File: src/core/wake_pkg.sv
// Shared constants and types of the sleep and wake-up controller.
// Assumes a 25 MHz internal clock; counts are derived from that rate.
package wake_pkg;

   localparam int CLK_HZ = 25000000;
   localparam int FILTER_US = 20;
   localparam int SENSE_ON_US = 400;
   localparam int SAMPLE_AT_US = 300;
   localparam int CONFIG_TIMEOUT_MS = 75;
   localparam int RESET_PULSE_MS = 1;
   localparam int US_CYC = CLK_HZ / 1000000;
   localparam int MS_CYC = CLK_HZ / 1000;
   localparam int FILTER_CYC = FILTER_US * US_CYC;
   localparam int SENSE_ON_CYC = SENSE_ON_US * US_CYC;
   localparam int SAMPLE_AT_CYC = SAMPLE_AT_US * US_CYC;
   localparam int TIMEOUT_CYC = CONFIG_TIMEOUT_MS * MS_CYC;
   localparam int RESET_CYC = RESET_PULSE_MS * MS_CYC;
   localparam int NUM_INPUTS = 3;

   // Wake input option codes
   localparam logic [2:0] OPT_NONE = 3'h0;
   localparam logic [2:0] OPT_HIGH = 3'h1;
   localparam logic [2:0] OPT_LOW = 3'h2;
   localparam logic [2:0] OPT_CHANGE = 3'h3;
   localparam logic [2:0] OPT_RISE = 3'h4;
   localparam logic [2:0] OPT_FALL = 3'h5;
   localparam logic [2:0] OPT_BOTH = 3'h6;

   // Interrupt source bit positions
   localparam int IRQ_NUM = 8;
   localparam int IRQ_LOCAL = 6;
   localparam int IRQ_BUS = 7;

   typedef enum {
      ST_RESET,
      ST_NORMAL_REQ,
      ST_NORMAL,
      ST_STANDBY,
      ST_SLEEP
   } mode_e;

   // Period selection in milliseconds: 32 ms up to 8192 ms
   function automatic logic [13:0] period_ms(input logic [2:0] sel);
      // Doubling steps; the last code jumps to 8192
      period_ms = (sel == 3'h7) ? 14'h2000 : 14'h0020 << sel;
   endfunction

endpackage

File: src/core/wake_filter_if.sv
// Carries one wake input's filter controls and results.
// Assumes both ends run on the controller clock.
`timescale 1ns/100ps
interface wake_filter_if;
   logic level;
   logic [2:0] option;
   logic arm;
   logic enable;
   logic sampleStrobe;
   logic cyclic;
   logic wake;

   modport ctrl (output level, option, arm, enable, sampleStrobe, cyclic,
      input wake);
   modport filt (input level, option, arm, enable, sampleStrobe, cyclic,
      output wake);
endinterface

File: src/core/sleep_wakeup_controller.sv
// Sleep, wake-up and reset sequencing for the system basis chip.
// Assumes the SPI front end decodes registers into the plain ports below.
// What this block does
// - Forced wake bit: timed wake from sleep, with reset
// - No configuration within 75 ms: back to sleep
// - Cyclic sense overrides forced wake
// - Eight periods from 32 ms to 8192 ms
// - Three wake inputs in normal, standby, sleep
// - Switched-supply inputs count only with supply on
// - No-wake option ignores inputs
// - High option: wake after over 20 us high
// - Low option: wake after over 20 us low
// - Change option: reference when programmed, wake on lasting change
// - Sampled rise: low,low,high,high; fall the opposite
// - Both edges: two samples one level, two the other
// - Cyclic sensing only in sleep
// - Supply on 400 us per period, sampled at 300 us
// - Sleep: permanent sense for battery-fed inputs only
// - Normal, standby: live levels, flags, maskable interrupt
// - Sleep wake: flag, normal request with reset
// - Chip-select fall, regulator off: wake, set flag
// - Interrupt masked per source
// - Reset pulse lasts 1 ms
// - Host reset release: normal request
// - Flags clear on read; pending flags block sleep
`timescale 1ns/100ps
module sleep_wakeup_controller
   import wake_pkg::*;
#(
   parameter int MS_CYCLES = MS_CYC,
   parameter int TIMEOUT_CYCLES = TIMEOUT_CYC,
   parameter int RESET_CYCLES = RESET_CYC,
   parameter int FILT_CYCLES = FILTER_CYC
) (
   // Clock and reset
   input wire logic clk,
   input wire logic resetn,
   // Switched supply control
   input wire logic timedForcedWake,
   input wire logic cyclicSenseEn,
   input wire logic inputsOnSwitchedSupply,
   input wire logic switchedOnReq,
   input wire logic [2:0] cyclicTimingControl,
   // Wake input control, one option and arm strobe per input
   input wire logic [8:0] wakeInputControl,
   input wire logic [2:0] wakeOptionWrite,
   input wire logic wakeStatusRead,
   input wire logic intStatusSecondRead,
   // Mode commands, checked here against verification register
   input wire logic [2:0] modeControl,
   input wire logic [2:0] modeControlVerify,
   input wire logic modeWrite,
   input wire logic swConfigured,
   // Interrupt sources and masks
   input wire logic [IRQ_NUM-1:0] irqSources,
   input wire logic [IRQ_NUM-1:0] irqMask,
   // Pins
   input wire logic [2:0] localWakeInputs,
   input wire logic chipSelectN,
   input wire logic mainRegulatorOff,
   input wire logic resetPinIn,
   // Outputs
   output logic resetPinOut,
   output logic resetPinOe,
   output logic mainRegulatorOn,
   output logic switchedBatteryOutput,
   output logic intN,
   output logic [2:0] wakeInputLiveLevel,
   output logic [2:0] wakeInputStatus,
   output logic spiWakeFlag,
   output logic [2:0] modeState
);

   localparam logic [2:0] MODE_SLEEP = 3'h4;
   localparam logic [2:0] MODE_NORMAL = 3'h1;
   localparam logic [2:0] MODE_STANDBY = 3'h2;

   if (MS_CYCLES < 1 || RESET_CYCLES < 1 || TIMEOUT_CYCLES < 1) begin
      $error("timing counts below one cycle");
   end

   ////////////////////////////////////////////////////////////////////
   // Pin synchronisers, two flops each
   logic [5:0] syncA_r, syncB_r;
   logic [2:0] lvl;
   logic csN, rstIn, regOff;
   always_ff @(posedge clk or negedge resetn) begin
      if (!resetn) begin
         syncA_r <= 6'h3f;
         syncB_r <= 6'h3f;
      end else begin
         syncA_r <= {mainRegulatorOff, resetPinIn, chipSelectN,
            localWakeInputs};
         syncB_r <= syncA_r;
      end
   end
   assign lvl = syncB_r[2:0];
   assign csN = syncB_r[3];
   assign rstIn = syncB_r[4];
   assign regOff = syncB_r[5];

   ////////////////////////////////////////////////////////////////////
   // Mode, timers and reset pulse
   mode_e mode_r, mode_nxt;
   logic [31:0] msCnt_r, msCnt_nxt;
   logic [13:0] msTick_r, msTick_nxt;
   logic [31:0] tmo_r, tmo_nxt;
   logic [31:0] rstCnt_r, rstCnt_nxt;
   logic [15:0] senseCnt_r, senseCnt_nxt;
   logic csPrev_r, csPrev_nxt;
   logic rstPrev_r, rstPrev_nxt;
   logic [2:0] status_r, status_nxt;
   logic spiFlag_r, spiFlag_nxt;
   logic senseOn_r, senseOn_nxt;
   logic sampleNow;
   logic periodEnd;
   logic [2:0] wakeHit;
   logic localWake;
   logic sleeping;
   logic awake;
   logic modeOk;
   logic cyclicActive;
   logic forcedActive;
   logic sleepReq;

   assign sleeping = (mode_r == ST_SLEEP);
   assign awake = (mode_r == ST_NORMAL) || (mode_r == ST_STANDBY);
   assign cyclicActive = sleeping && cyclicSenseEn;
   assign forcedActive = sleeping && timedForcedWake && !cyclicSenseEn;
   assign periodEnd = (msTick_r == period_ms(cyclicTimingControl) - 14'h1)
      && (msCnt_r == 32'(MS_CYCLES - 1));
   assign sampleNow = cyclicActive && senseOn_r
      && (senseCnt_r == 16'(SAMPLE_AT_CYC));
   assign localWake = |wakeHit;
   assign modeOk = modeWrite && (modeControl == modeControlVerify);
   assign sleepReq = modeOk && (modeControl == MODE_SLEEP)
      && (status_r == 3'h0) && !spiFlag_r;

   // Wake filters, one per input
   genvar gi;
   for (gi = 0; gi < NUM_INPUTS; gi++) begin : g_in
      wake_filter_if fbus();
      assign fbus.level = lvl[gi];
      assign fbus.option = wakeInputControl[3*gi +: 3];
      assign fbus.arm = wakeOptionWrite[gi];
      assign fbus.cyclic = cyclicActive && inputsOnSwitchedSupply;
      assign fbus.sampleStrobe = sampleNow;
      // Switched-supply inputs only count while that supply is on
      assign fbus.enable = (awake || sleeping)
         && (!inputsOnSwitchedSupply || switchedBatteryOutput)
         && (!sleeping || !inputsOnSwitchedSupply || cyclicSenseEn);
      assign wakeHit[gi] = fbus.wake;
      wake_input_filter #(.FILT_CYC(FILT_CYCLES)) u_filt (
         .clk(clk),
         .resetn(resetn),
         .bus(fbus)
      );
   end

   // Next-state logic for mode and timers
   always_comb begin
      mode_nxt = mode_r;
      msCnt_nxt = msCnt_r;
      msTick_nxt = msTick_r;
      tmo_nxt = tmo_r;
      rstCnt_nxt = rstCnt_r;
      senseCnt_nxt = senseCnt_r;
      senseOn_nxt = senseOn_r;
      csPrev_nxt = csN;
      rstPrev_nxt = rstIn;
      // Set wins over the read-clear
      status_nxt = (wakeStatusRead ? 3'h0 : status_r) | wakeHit;
      spiFlag_nxt = intStatusSecondRead ? 1'b0 : spiFlag_r;
      // Millisecond base only runs in sleep
      if (sleeping) begin
         if (msCnt_r == 32'(MS_CYCLES - 1)) begin
            msCnt_nxt = 32'h0;
            msTick_nxt = periodEnd ? 14'h0 : msTick_r + 14'h1;
         end else begin
            msCnt_nxt = msCnt_r + 32'h1;
         end
      end else begin
         msCnt_nxt = 32'h0;
         msTick_nxt = 14'h0;
      end
      // Supply on window per cyclic period
      if (cyclicActive && periodEnd) begin
         senseOn_nxt = 1'b1;
         senseCnt_nxt = 16'h0;
      end else if (senseOn_r) begin
         if (!cyclicActive || senseCnt_r == 16'(SENSE_ON_CYC - 1))
            senseOn_nxt = 1'b0;
         senseCnt_nxt = senseCnt_r + 16'h1;
      end
      case (mode_r)
         ST_RESET: begin
            // Fixed-length pulse, then release
            if (rstCnt_r == 32'(RESET_CYCLES - 1)) begin
               mode_nxt = ST_NORMAL_REQ;
               tmo_nxt = 32'h0;
            end else begin
               rstCnt_nxt = rstCnt_r + 32'h1;
            end
         end
         ST_NORMAL_REQ: begin
            if (swConfigured) begin
               mode_nxt = ST_NORMAL;
            end else if (tmo_r == 32'(TIMEOUT_CYCLES - 1)) begin
               mode_nxt = ST_SLEEP;
            end else begin
               tmo_nxt = tmo_r + 32'h1;
            end
         end
         ST_NORMAL, ST_STANDBY: begin
            if (sleepReq) mode_nxt = ST_SLEEP;
            else if (modeOk && modeControl == MODE_STANDBY)
               mode_nxt = ST_STANDBY;
            else if (modeOk && modeControl == MODE_NORMAL)
               mode_nxt = ST_NORMAL;
         end
         ST_SLEEP: begin
            if (localWake || (forcedActive && periodEnd)) begin
               mode_nxt = ST_RESET;
               rstCnt_nxt = 32'h0;
            end else if (regOff && csPrev_r && !csN) begin
               mode_nxt = ST_RESET;
               rstCnt_nxt = 32'h0;
               spiFlag_nxt = 1'b1;
            end
         end
         default: mode_nxt = ST_RESET;
      endcase
      // Host release; our own release seen in normal request is no event
      if (awake && !rstPrev_r && rstIn) begin
         mode_nxt = ST_NORMAL_REQ;
         tmo_nxt = 32'h0;
      end
   end

   always_ff @(posedge clk or negedge resetn) begin
      if (!resetn) begin
         mode_r <= ST_RESET;
         msCnt_r <= 32'h0;
         msTick_r <= 14'h0;
         tmo_r <= 32'h0;
         rstCnt_r <= 32'h0;
         senseCnt_r <= 16'h0;
         senseOn_r <= 1'b0;
         csPrev_r <= 1'b1;
         rstPrev_r <= 1'b1;
         status_r <= 3'h0;
         spiFlag_r <= 1'b0;
      end else begin
         mode_r <= mode_nxt;
         msCnt_r <= msCnt_nxt;
         msTick_r <= msTick_nxt;
         tmo_r <= tmo_nxt;
         rstCnt_r <= rstCnt_nxt;
         senseCnt_r <= senseCnt_nxt;
         senseOn_r <= senseOn_nxt;
         csPrev_r <= csPrev_nxt;
         rstPrev_r <= rstPrev_nxt;
         status_r <= status_nxt;
         spiFlag_r <= spiFlag_nxt;
      end
   end

   ////////////////////////////////////////////////////////////////////
   // Registered outputs
   logic intN_r, intN_nxt;
   logic [2:0] live_r, live_nxt;
   logic [2:0] modeOut_r, modeOut_nxt;
   logic [IRQ_NUM-1:0] src;

   always_comb begin
      src = irqSources;
      src[IRQ_LOCAL] = src[IRQ_LOCAL] | (|status_r);
      src[IRQ_BUS] = src[IRQ_BUS] | spiFlag_r;
      // Interrupt only in normal and standby; each source masked
      intN_nxt = !(awake && |(src & irqMask));
      live_nxt = awake ? lvl : live_r;
      case (mode_r)
         ST_RESET: modeOut_nxt = 3'h0;
         ST_NORMAL_REQ: modeOut_nxt = 3'h3;
         ST_NORMAL: modeOut_nxt = MODE_NORMAL;
         ST_STANDBY: modeOut_nxt = MODE_STANDBY;
         ST_SLEEP: modeOut_nxt = MODE_SLEEP;
         default: modeOut_nxt = 3'h0;
      endcase
   end

   always_ff @(posedge clk or negedge resetn) begin
      if (!resetn) begin
         intN_r <= 1'b1;
         live_r <= 3'h0;
         modeOut_r <= 3'h0;
      end else begin
         intN_r <= intN_nxt;
         live_r <= live_nxt;
         modeOut_r <= modeOut_nxt;
      end
   end

   // Reset pin driven low in reset and sleep, released otherwise
   assign resetPinOut = 1'b0;
   assign resetPinOe = (mode_r == ST_RESET) || sleeping;
   assign mainRegulatorOn = !sleeping;
   assign switchedBatteryOutput = sleeping
      ? (cyclicActive && senseOn_r) : switchedOnReq;
   assign intN = intN_r;
   assign wakeInputLiveLevel = live_r;
   assign wakeInputStatus = status_r;
   assign spiWakeFlag = spiFlag_r;
   assign modeState = modeOut_r;

endmodule

File: src/core/wake_input_filter.sv
// Wake detection for one local input: level, change and sampled edges.
// Assumes level is already synchronised to clk.
`timescale 1ns/100ps
module wake_input_filter
   import wake_pkg::*;
#(
   parameter int FILT_CYC = FILTER_CYC
) (
   // Clock and reset
   input wire logic clk,
   input wire logic resetn,
   // Filter controls
   wake_filter_if.filt bus
);

   if (FILT_CYC < 1 || FILT_CYC > 65535) begin
      $error("filter length out of range");
   end

   logic [15:0] cnt_r, cnt_nxt;
   logic ref_r, ref_nxt;
   logic [3:0] hist_r, hist_nxt;
   logic wake_r, wake_nxt;
   logic prev_r, prev_nxt;
   logic target;

   assign bus.wake = wake_r;

   ////////////////////////////////////////////////////////////////////
   // Filter counter restarts whenever the level leaves the target
   always_comb begin
      cnt_nxt = cnt_r;
      ref_nxt = ref_r;
      hist_nxt = hist_r;
      wake_nxt = 1'b0;
      prev_nxt = bus.level;
      target = 1'b0;
      case (bus.option)
         OPT_HIGH: target = bus.level;
         OPT_LOW: target = ~bus.level;
         OPT_CHANGE: target = bus.level ^ ref_r;
         default: target = 1'b0;
      endcase
      if (bus.arm) begin
         ref_nxt = bus.level;
         hist_nxt = 4'h0;
         cnt_nxt = 16'h0;
      end else if (!bus.enable) begin
         cnt_nxt = 16'h0;
      end else if (bus.cyclic) begin
         cnt_nxt = 16'h0;
         // Four-sample history, oldest in the top bit
         if (bus.sampleStrobe) begin
            hist_nxt = {hist_r[2:0], bus.level};
            case (bus.option)
               OPT_RISE: wake_nxt = (hist_nxt == 4'h3);
               OPT_FALL: wake_nxt = (hist_nxt == 4'hc);
               OPT_BOTH: wake_nxt = (hist_nxt == 4'h3)
                  | (hist_nxt == 4'hc);
               default: wake_nxt = 1'b0;
            endcase
         end
      end else if (!target || (bus.level != prev_r)) begin
         cnt_nxt = 16'h0;
      end else if (cnt_r == 16'(FILT_CYC)) begin
         // Filter time passed: fire, rearm change ref
         wake_nxt = 1'b1;
         cnt_nxt = 16'h0;
         if (bus.option == OPT_CHANGE) ref_nxt = bus.level;
      end else begin
         cnt_nxt = cnt_r + 16'h1;
      end
   end

   always_ff @(posedge clk or negedge resetn) begin
      if (!resetn) begin
         cnt_r <= 16'h0;
         ref_r <= 1'b0;
         hist_r <= 4'h0;
         wake_r <= 1'b0;
         prev_r <= 1'b0;
      end else begin
         cnt_r <= cnt_nxt;
         ref_r <= ref_nxt;
         hist_r <= hist_nxt;
         wake_r <= wake_nxt;
         prev_r <= prev_nxt;
      end
   end

endmodule

File: config.mk
export PLATFORM = sky130hd
export DESIGN_NAME = sleep_wakeup_controller
export DESIGN_NICKNAME = d
export VERILOG_FILES = /design/src/core/wake_pkg.sv /design/src/core/wake_filter_if.sv /design/src/core/sleep_wakeup_controller.sv /design/src/core/wake_input_filter.sv
export SDC_FILE = /design/constraint.sdc
export NUM_CORES = 1
export LEC_CHECK = 0
export BUFFER_PORTS_ARGS = -buffer_cell sky130_fd_sc_hd__buf_2
export CAP_MARGIN = 20
export CORE_MARGIN = 2
export CORE_UTILIZATION = 61
export CTS_CLUSTER_SIZE = 25
export DETAILED_ROUTE_END_ITERATION = 6
export GPL_ROUTABILITY_DRIVEN = 1
export MAX_ROUTING_LAYER = met4
export PLACE_DENSITY = 0.86
export REMOVE_ABC_BUFFERS = 1
export SLEW_MARGIN = 20
export SYNTH_ARGS = -nofsm -noshare
export SYNTH_HDL_FRONTEND = slang
export SYNTH_SLANG_ARGS = --single-unit
export TNS_END_PERCENT = 50
File: constraint.sdc
create_clock -name clk -period 3.2 [get_ports clk]
set_input_delay 0.32 -clock clk [delete_from_list [all_inputs] [get_ports clk]]
set_output_delay 0.32 -clock clk [all_outputs]
set_load 0.005 [all_outputs]
# After elaboration in Yosys (flattened, before gate mapping)
# Index checks and enable logic that the tools add are counted.
# classes
n_shift	1
muxes	104
eq_ne	63
n_reduce_logical	78
bitwise_logic	13
n_addsub	9
# op_table
operator	count
$mux 32	16
$mux 16	17
$pmux 32 s2	2
$pmux 32 s4	1
$add 32x1->32 const B	3
$eq 32x3->1 const B	3
$add 16x1->16 const B	4
$eq 32x15->1 const B	2
$eq 32x2->1 const B	2
$logic_not 32->1	2
$mux 14	4
$eq 16x9->1 const B	3
$mux 1	44
$mux 3	13
$reduce_bool 2->1	17
$eq 3x3->1 const B	11
$eq 32x1->1 const B	1
$eq 32x21->1 const B	1
$eq 32x4->1 const B	1
$logic_and 1x1->1	22
$eq 3x2->1 const B	7
$pmux 1 s3	6
$eq 16x13->1 const B	1
$eq 16x14->1 const B	1
30 further kinds	84
# totals
out_inout_bits	15
word_cells	299
input_bits	53
register_bits	250

# Depth between registers and ports, before layout
# logic_depth
word_depth	10
mapped_depth	13
ltp_nobuf	10

# Modules after synthesis
# A second synthesis with hierarchy kept.
# hier_totals
hier_cells	1241
hier_area_um2	11718.7
# modules_own_cells
module	area_per_inst_um2	seq_area_each_um2	instances	cells_each
sleep_wakeup_controller	8095.3	3897.5	1	881
wake_input_filter (g_in[0].u_filt ...)	1217.4	550.5	2	120
wake_input_filter (g_in[2].u_filt)	1188.6	550.5	1	120

# Worst setup path before layout
# No wires, ideal clock.
# synth_path
path_kind	input -> register
from	in cyclicTimingControl[0]
to	reg mode_r[0]
slack_ns	0.435
n_path_buf	2
t_required_ns	3.072
t_arrival_ns	2.637
stages	10
setup_ns	0.128
cell_sequence	buf_6 or3_4 ha_1 buf_2 o311ai_1 nor4b_1 o2111ai_1 o2111a_2 o22ai_1 mux2_1
# synth_between
elab_chain_cells	10
elab_cells_between_ends	13
cone_classes	add/sub (1); eq/ne (3); shift (1); mux (4); reduce/logical (4)
# synth_rtl
item	line	text
start, declared	sleep_wakeup_controller.sv:43	input wire logic [2:0] cyclicTimingControl,
$shl 6x3->14 / $eq 3x3->1 (equally long branches)	wake_pkg.sv:45	period_ms = (sel == 3'h7) ? 14'h2000 : 14'h0020 << sel;
$mux 14 *	wake_pkg.sv:45	
$sub 14x1->14 *	sleep_wakeup_controller.sv:130	assign periodEnd = (msTick_r == period_ms(cyclicTimingControl) - 14'h1)
$eq 14x14->1 *	sleep_wakeup_controller.sv:130	
$logic_and 1x1->1 *	sleep_wakeup_controller.sv:131	&& (msCnt_r == 32'(MS_CYCLES - 1));
$logic_and 1x1->1 *	sleep_wakeup_controller.sv:222	if (localWake || (forcedActive && periodEnd)) begin
$logic_or 1x1->1 *	sleep_wakeup_controller.sv:222	
$mux 32	sleep_wakeup_controller.sv:222	
$pmux 32 s4	sleep_wakeup_controller.sv:195	case (mode_r)
$mux 32	sleep_wakeup_controller.sv:234	if (awake && !rstPrev_r && rstIn) begin
end signal, assigned	sleep_wakeup_controller.sv:254	mode_r <= mode_nxt;
end, declared	sleep_wakeup_controller.sv:104	mode_e mode_r, mode_nxt;
# Every way passes the cells marked *; elsewhere a longest branch is shown, timed or not.
# A chain may end at the register's enable or synchronous reset.

# Final worst setup path
# layout_path
from	reg msCnt_r[9]
to	reg rstCnt_r[6]
# layout_between
elab_chain_cells	6
elab_cells_between_ends	8
cone_classes	eq/ne (2); mux (2); reduce/logical (4)
# layout_rtl
item	line	text
start, declared	sleep_wakeup_controller.sv:105	logic [31:0] msCnt_r, msCnt_nxt;
start signal, assigned	sleep_wakeup_controller.sv:255	msCnt_r <= msCnt_nxt;
$eq 32x15->1 *	sleep_wakeup_controller.sv:131	
$logic_and 1x1->1 *	sleep_wakeup_controller.sv:131	
$logic_and 1x1->1 *	sleep_wakeup_controller.sv:222	
$logic_or 1x1->1 *	sleep_wakeup_controller.sv:222	
$ne 3x3->1 (no source line) / $mux 32 (equally long branches)	--	
$reduce_and 3->1 (no source line) / $pmux 32 s2 (equally long branches)	--	
end signal, assigned	sleep_wakeup_controller.sv:258	rstCnt_r <= rstCnt_nxt;
end, declared	sleep_wakeup_controller.sv:108	logic [31:0] rstCnt_r, rstCnt_nxt;
# Marked as above.

==> metrics.txt <==
CTS Sinks=221; Post-DP HPWL=17.2 mm; Max rail drop VDD=0.000489 V; commonest cells after routing, fill and taps aside=dfrtp_1 (206), nor2_1 (190), o21ai_0 (102), nand2_1 (96), nand3_1 (68); Leakage=5.46 nW; fraction of layout cells with a size suffix above 1=0.124; Fmax=347 MHz; TritonCTS Buffers=24; Slew @ Worst Pin=0.943 ns; clock skew=0.0218 ns; crit end category=register; Adder-Cell Fraction of Synth Area=0.0142; IO Count=68; DRT antenna net count=0; final net count=1387; average vias per placed instance=6.23; Mapped Area=11500 sq um; post-cts sizing count=0; max incr delay on CP=0.45 ns; core box area=18600 sq um; final hold viol count=0; global-route wire length before repair=45.2 mm; Final Cycle Share=0.901; crit-path max FO=20; routed length per instance=16.8 microns; simple-gate share of the synthesized area=0.251; Total GRT Usage=0.278; Slew Limit Fails=0; TritonCTS clock tree=built; worst skew pair latency=0.53 ns; post-CTS setup buffers=0; final instance area=13000 sq um; CP Buf/Inv Count=1; MaxCap Viol Count=0; normalized max-slew margin=0.369; top cell type by total area after synthesis=dfrtp_1; number of global-route vias before repair=9409; die width=141 microns; Worst-path clk slew=0.06 ns; fin cells=1574; largest net degree at the start of global routing=99; CP Class=reg2reg; flop2flop setup slack=0.32 ns; Critical Path AT=3.27 ns; number of flops mapped to enable cells by yosys=0; Initial DRC Count=1084; crit-path cells=nor4b_1 -> nand4_1 -> nor4b_1 -> o2111ai_1 -> o2111a_2 -> buf_4 -> o21ai_0 -> o21ai_0; CP top delay family=simple AND/OR/NAND/NOR gates; most area-consuming cells after synthesis=dfrtp_1 (45%), nor2_1 (6.2%), o21ai_0 (4.5%); Total Wirelength=26.4 mm; RSZ-0062 raised after global routing=no; initial antenna violation count=1; slowest CP cell=dfrtp_1; post-synthesis cell count=1250; H-tree depth=1; area of the die=20000 sq um; mux contribution to synthesized area=0.0165; CTS Hold Buffers Added=7; post-synthesis sequential area ratio=0.483; clock root cell=clkbuf_16; PD cells=594 nW/um^2; Overflow after GRT=0; Main synth FF type=dfrtp_1; commonest non-fill, non-tap cell in the layout=dfrtp_1; CP Launch Type=register; XOR/XNOR share of the synthesized area=0.0709; library cells used by synthesis=73; Clock Tree Buf Depth=3; Placed Cells=1522; top-area cell type share of the netlist area=0.449; via count=9799; final worst slack=0.317 ns; Synth Register Bits=221; Placed Area=12100 sq um; pre-CTS WS=-0.00786 ns; Setup-failing EPs final=0; Routability Congestion=0.880; complex-gate fraction of the synthesized area=0.135; first drt pass iteration count=5; # rows=50; overall power=7.74 mW; Syn. warnings=0; Tmin final=2.88 ns; Critical Path RT=3.59 ns; Hold Path Class=in2reg; drt drc=0; main combinational cell family by area after synthesis=simple AND/OR/NAND/NOR gates; Async SR Flop Fraction=1.00; syn_area_per_cell=9.19 sq um; Layout area overhead=13.4%; status=complete, no violations; Port Buf Inserts=66; Die Ht=141 microns; Initial Utilization=0.619
worst paths after layout:
check                                    from                       end  cells past startpoint
max                                msCnt_r[9]               rstCnt_r[6]                      8
min                        wakeOptionWrite[2]  g_in[2].u_filt.hist_r[2]                      2
max reg2reg                        msCnt_r[9]               rstCnt_r[6]                      8
min reg2reg                        syncA_r[2]                syncB_r[2]                      0
max in group asynchronous              resetn                      intN                      3
min in group asynchronous              resetn               msCnt_r[18]                      2
cell families (layout without fill, tap and decap cells):
family,count (synthesis),after routing
fa+ha+maj,13,13
flops,221,221
other cells,1,2
simple gates,572,572
compound gates,254,254
mux,18,18
xor+xnor,93,93
buf+inv,78,167
where the power goes:
part	switching (mW)	internal [mW]	total, mW	leakage (nW)
combinational	0.870	0.501	1.37	2.13
sequential	0.306	3.07	3.37	2.91
clock	1.13	1.87	2.99	0.427
total	2.30	5.44	7.74	5.46
registers in the layout, summed over array words and instances, names as in the netlist, 3 cells and up:
register / cells
wakeInputStatus: 3
g_in.u_filt.hist_r: 9
g_in.u_filt.cnt_r: 48
syncB_r: 6
g_in.u_filt.prev_r: 3
mode_r: 3
g_in.u_filt.bus.wake: 3
wakeInputLiveLevel: 3
g_in.u_filt.ref_r: 3
msCnt_r: 32
rstCnt_r: 32
syncA_r: 6
modeState: 3
msTick_r: 14
senseCnt_r: 16
tmo_r: 32
Yosys cell counts, drive strengths merged, types with 3 or more instances:
cell	number
nor2b	4
nand4	46
o31ai	16
nand2	97
dfstp	15
and3	30
o21ai	107
nand2b	12
or2	3
buf	19
nor4bb	6
a211oi	9
and4	16
a22o	7
dfrtp	206
nand3	68
nor2	190
a21oi	54
nor4	23
or3	12
nand4b	3
clkbuf	29
mux2i	10
o41ai	10
mux2	8
nor3	29
nor3b	3
ha	13
xnor2	41
and2	16
a31oi	23
o2111ai	4
a21o	6
inv	30
xor2	52
nor4b	6
area by class of cell:
type | instances | area [sq um]
antenna | 1 | 2.50
clock buffer | 36 | 716
clock inverter | 8 | 151
fill | 1340 | 5550
inverter | 30 | 113
multi-input combinational | 951 | 5620
sequential | 221 | 5550
tap | 234 | 293
timing repair buffer | 93 | 586
worst reg2reg max path, stage by stage, from the launching register on:
cell	delay, ns
dfrtp_1	0.45
nor4b_1	0.37
nand4_1	0.30
nor4b_1	0.38
o2111ai_1	0.26
o2111a_2	0.43
buf_4	0.24
o21ai_0	0.22
o21ai_0	0.12
metal layers:
metal | vias up | share of wire | track usage
li1 | 4644 | - | -
met4 | 0 | 0.023 | 0.0711
met1 | 4774 | 0.44 | 0.383
met3 | 53 | 0.052 | 0.0368
met5 | - | 0 | -
met2 | 328 | 0.48 | 0.442
stage by stage:
step	util	setup TNS (ns)	hold slack, ns
6_report	0.701	0	0.0297
5_1_grt	0.701	0	0.0276
4_1_cts	0.701	0	0.0108
3_5_place_dp	0.650	-0.0150	0.349
3_3_place_gp	0.650	0	0.346
2_1_floorplan	-	0	0.0244
Note: power is estimated with default switching activity, not from simulation.
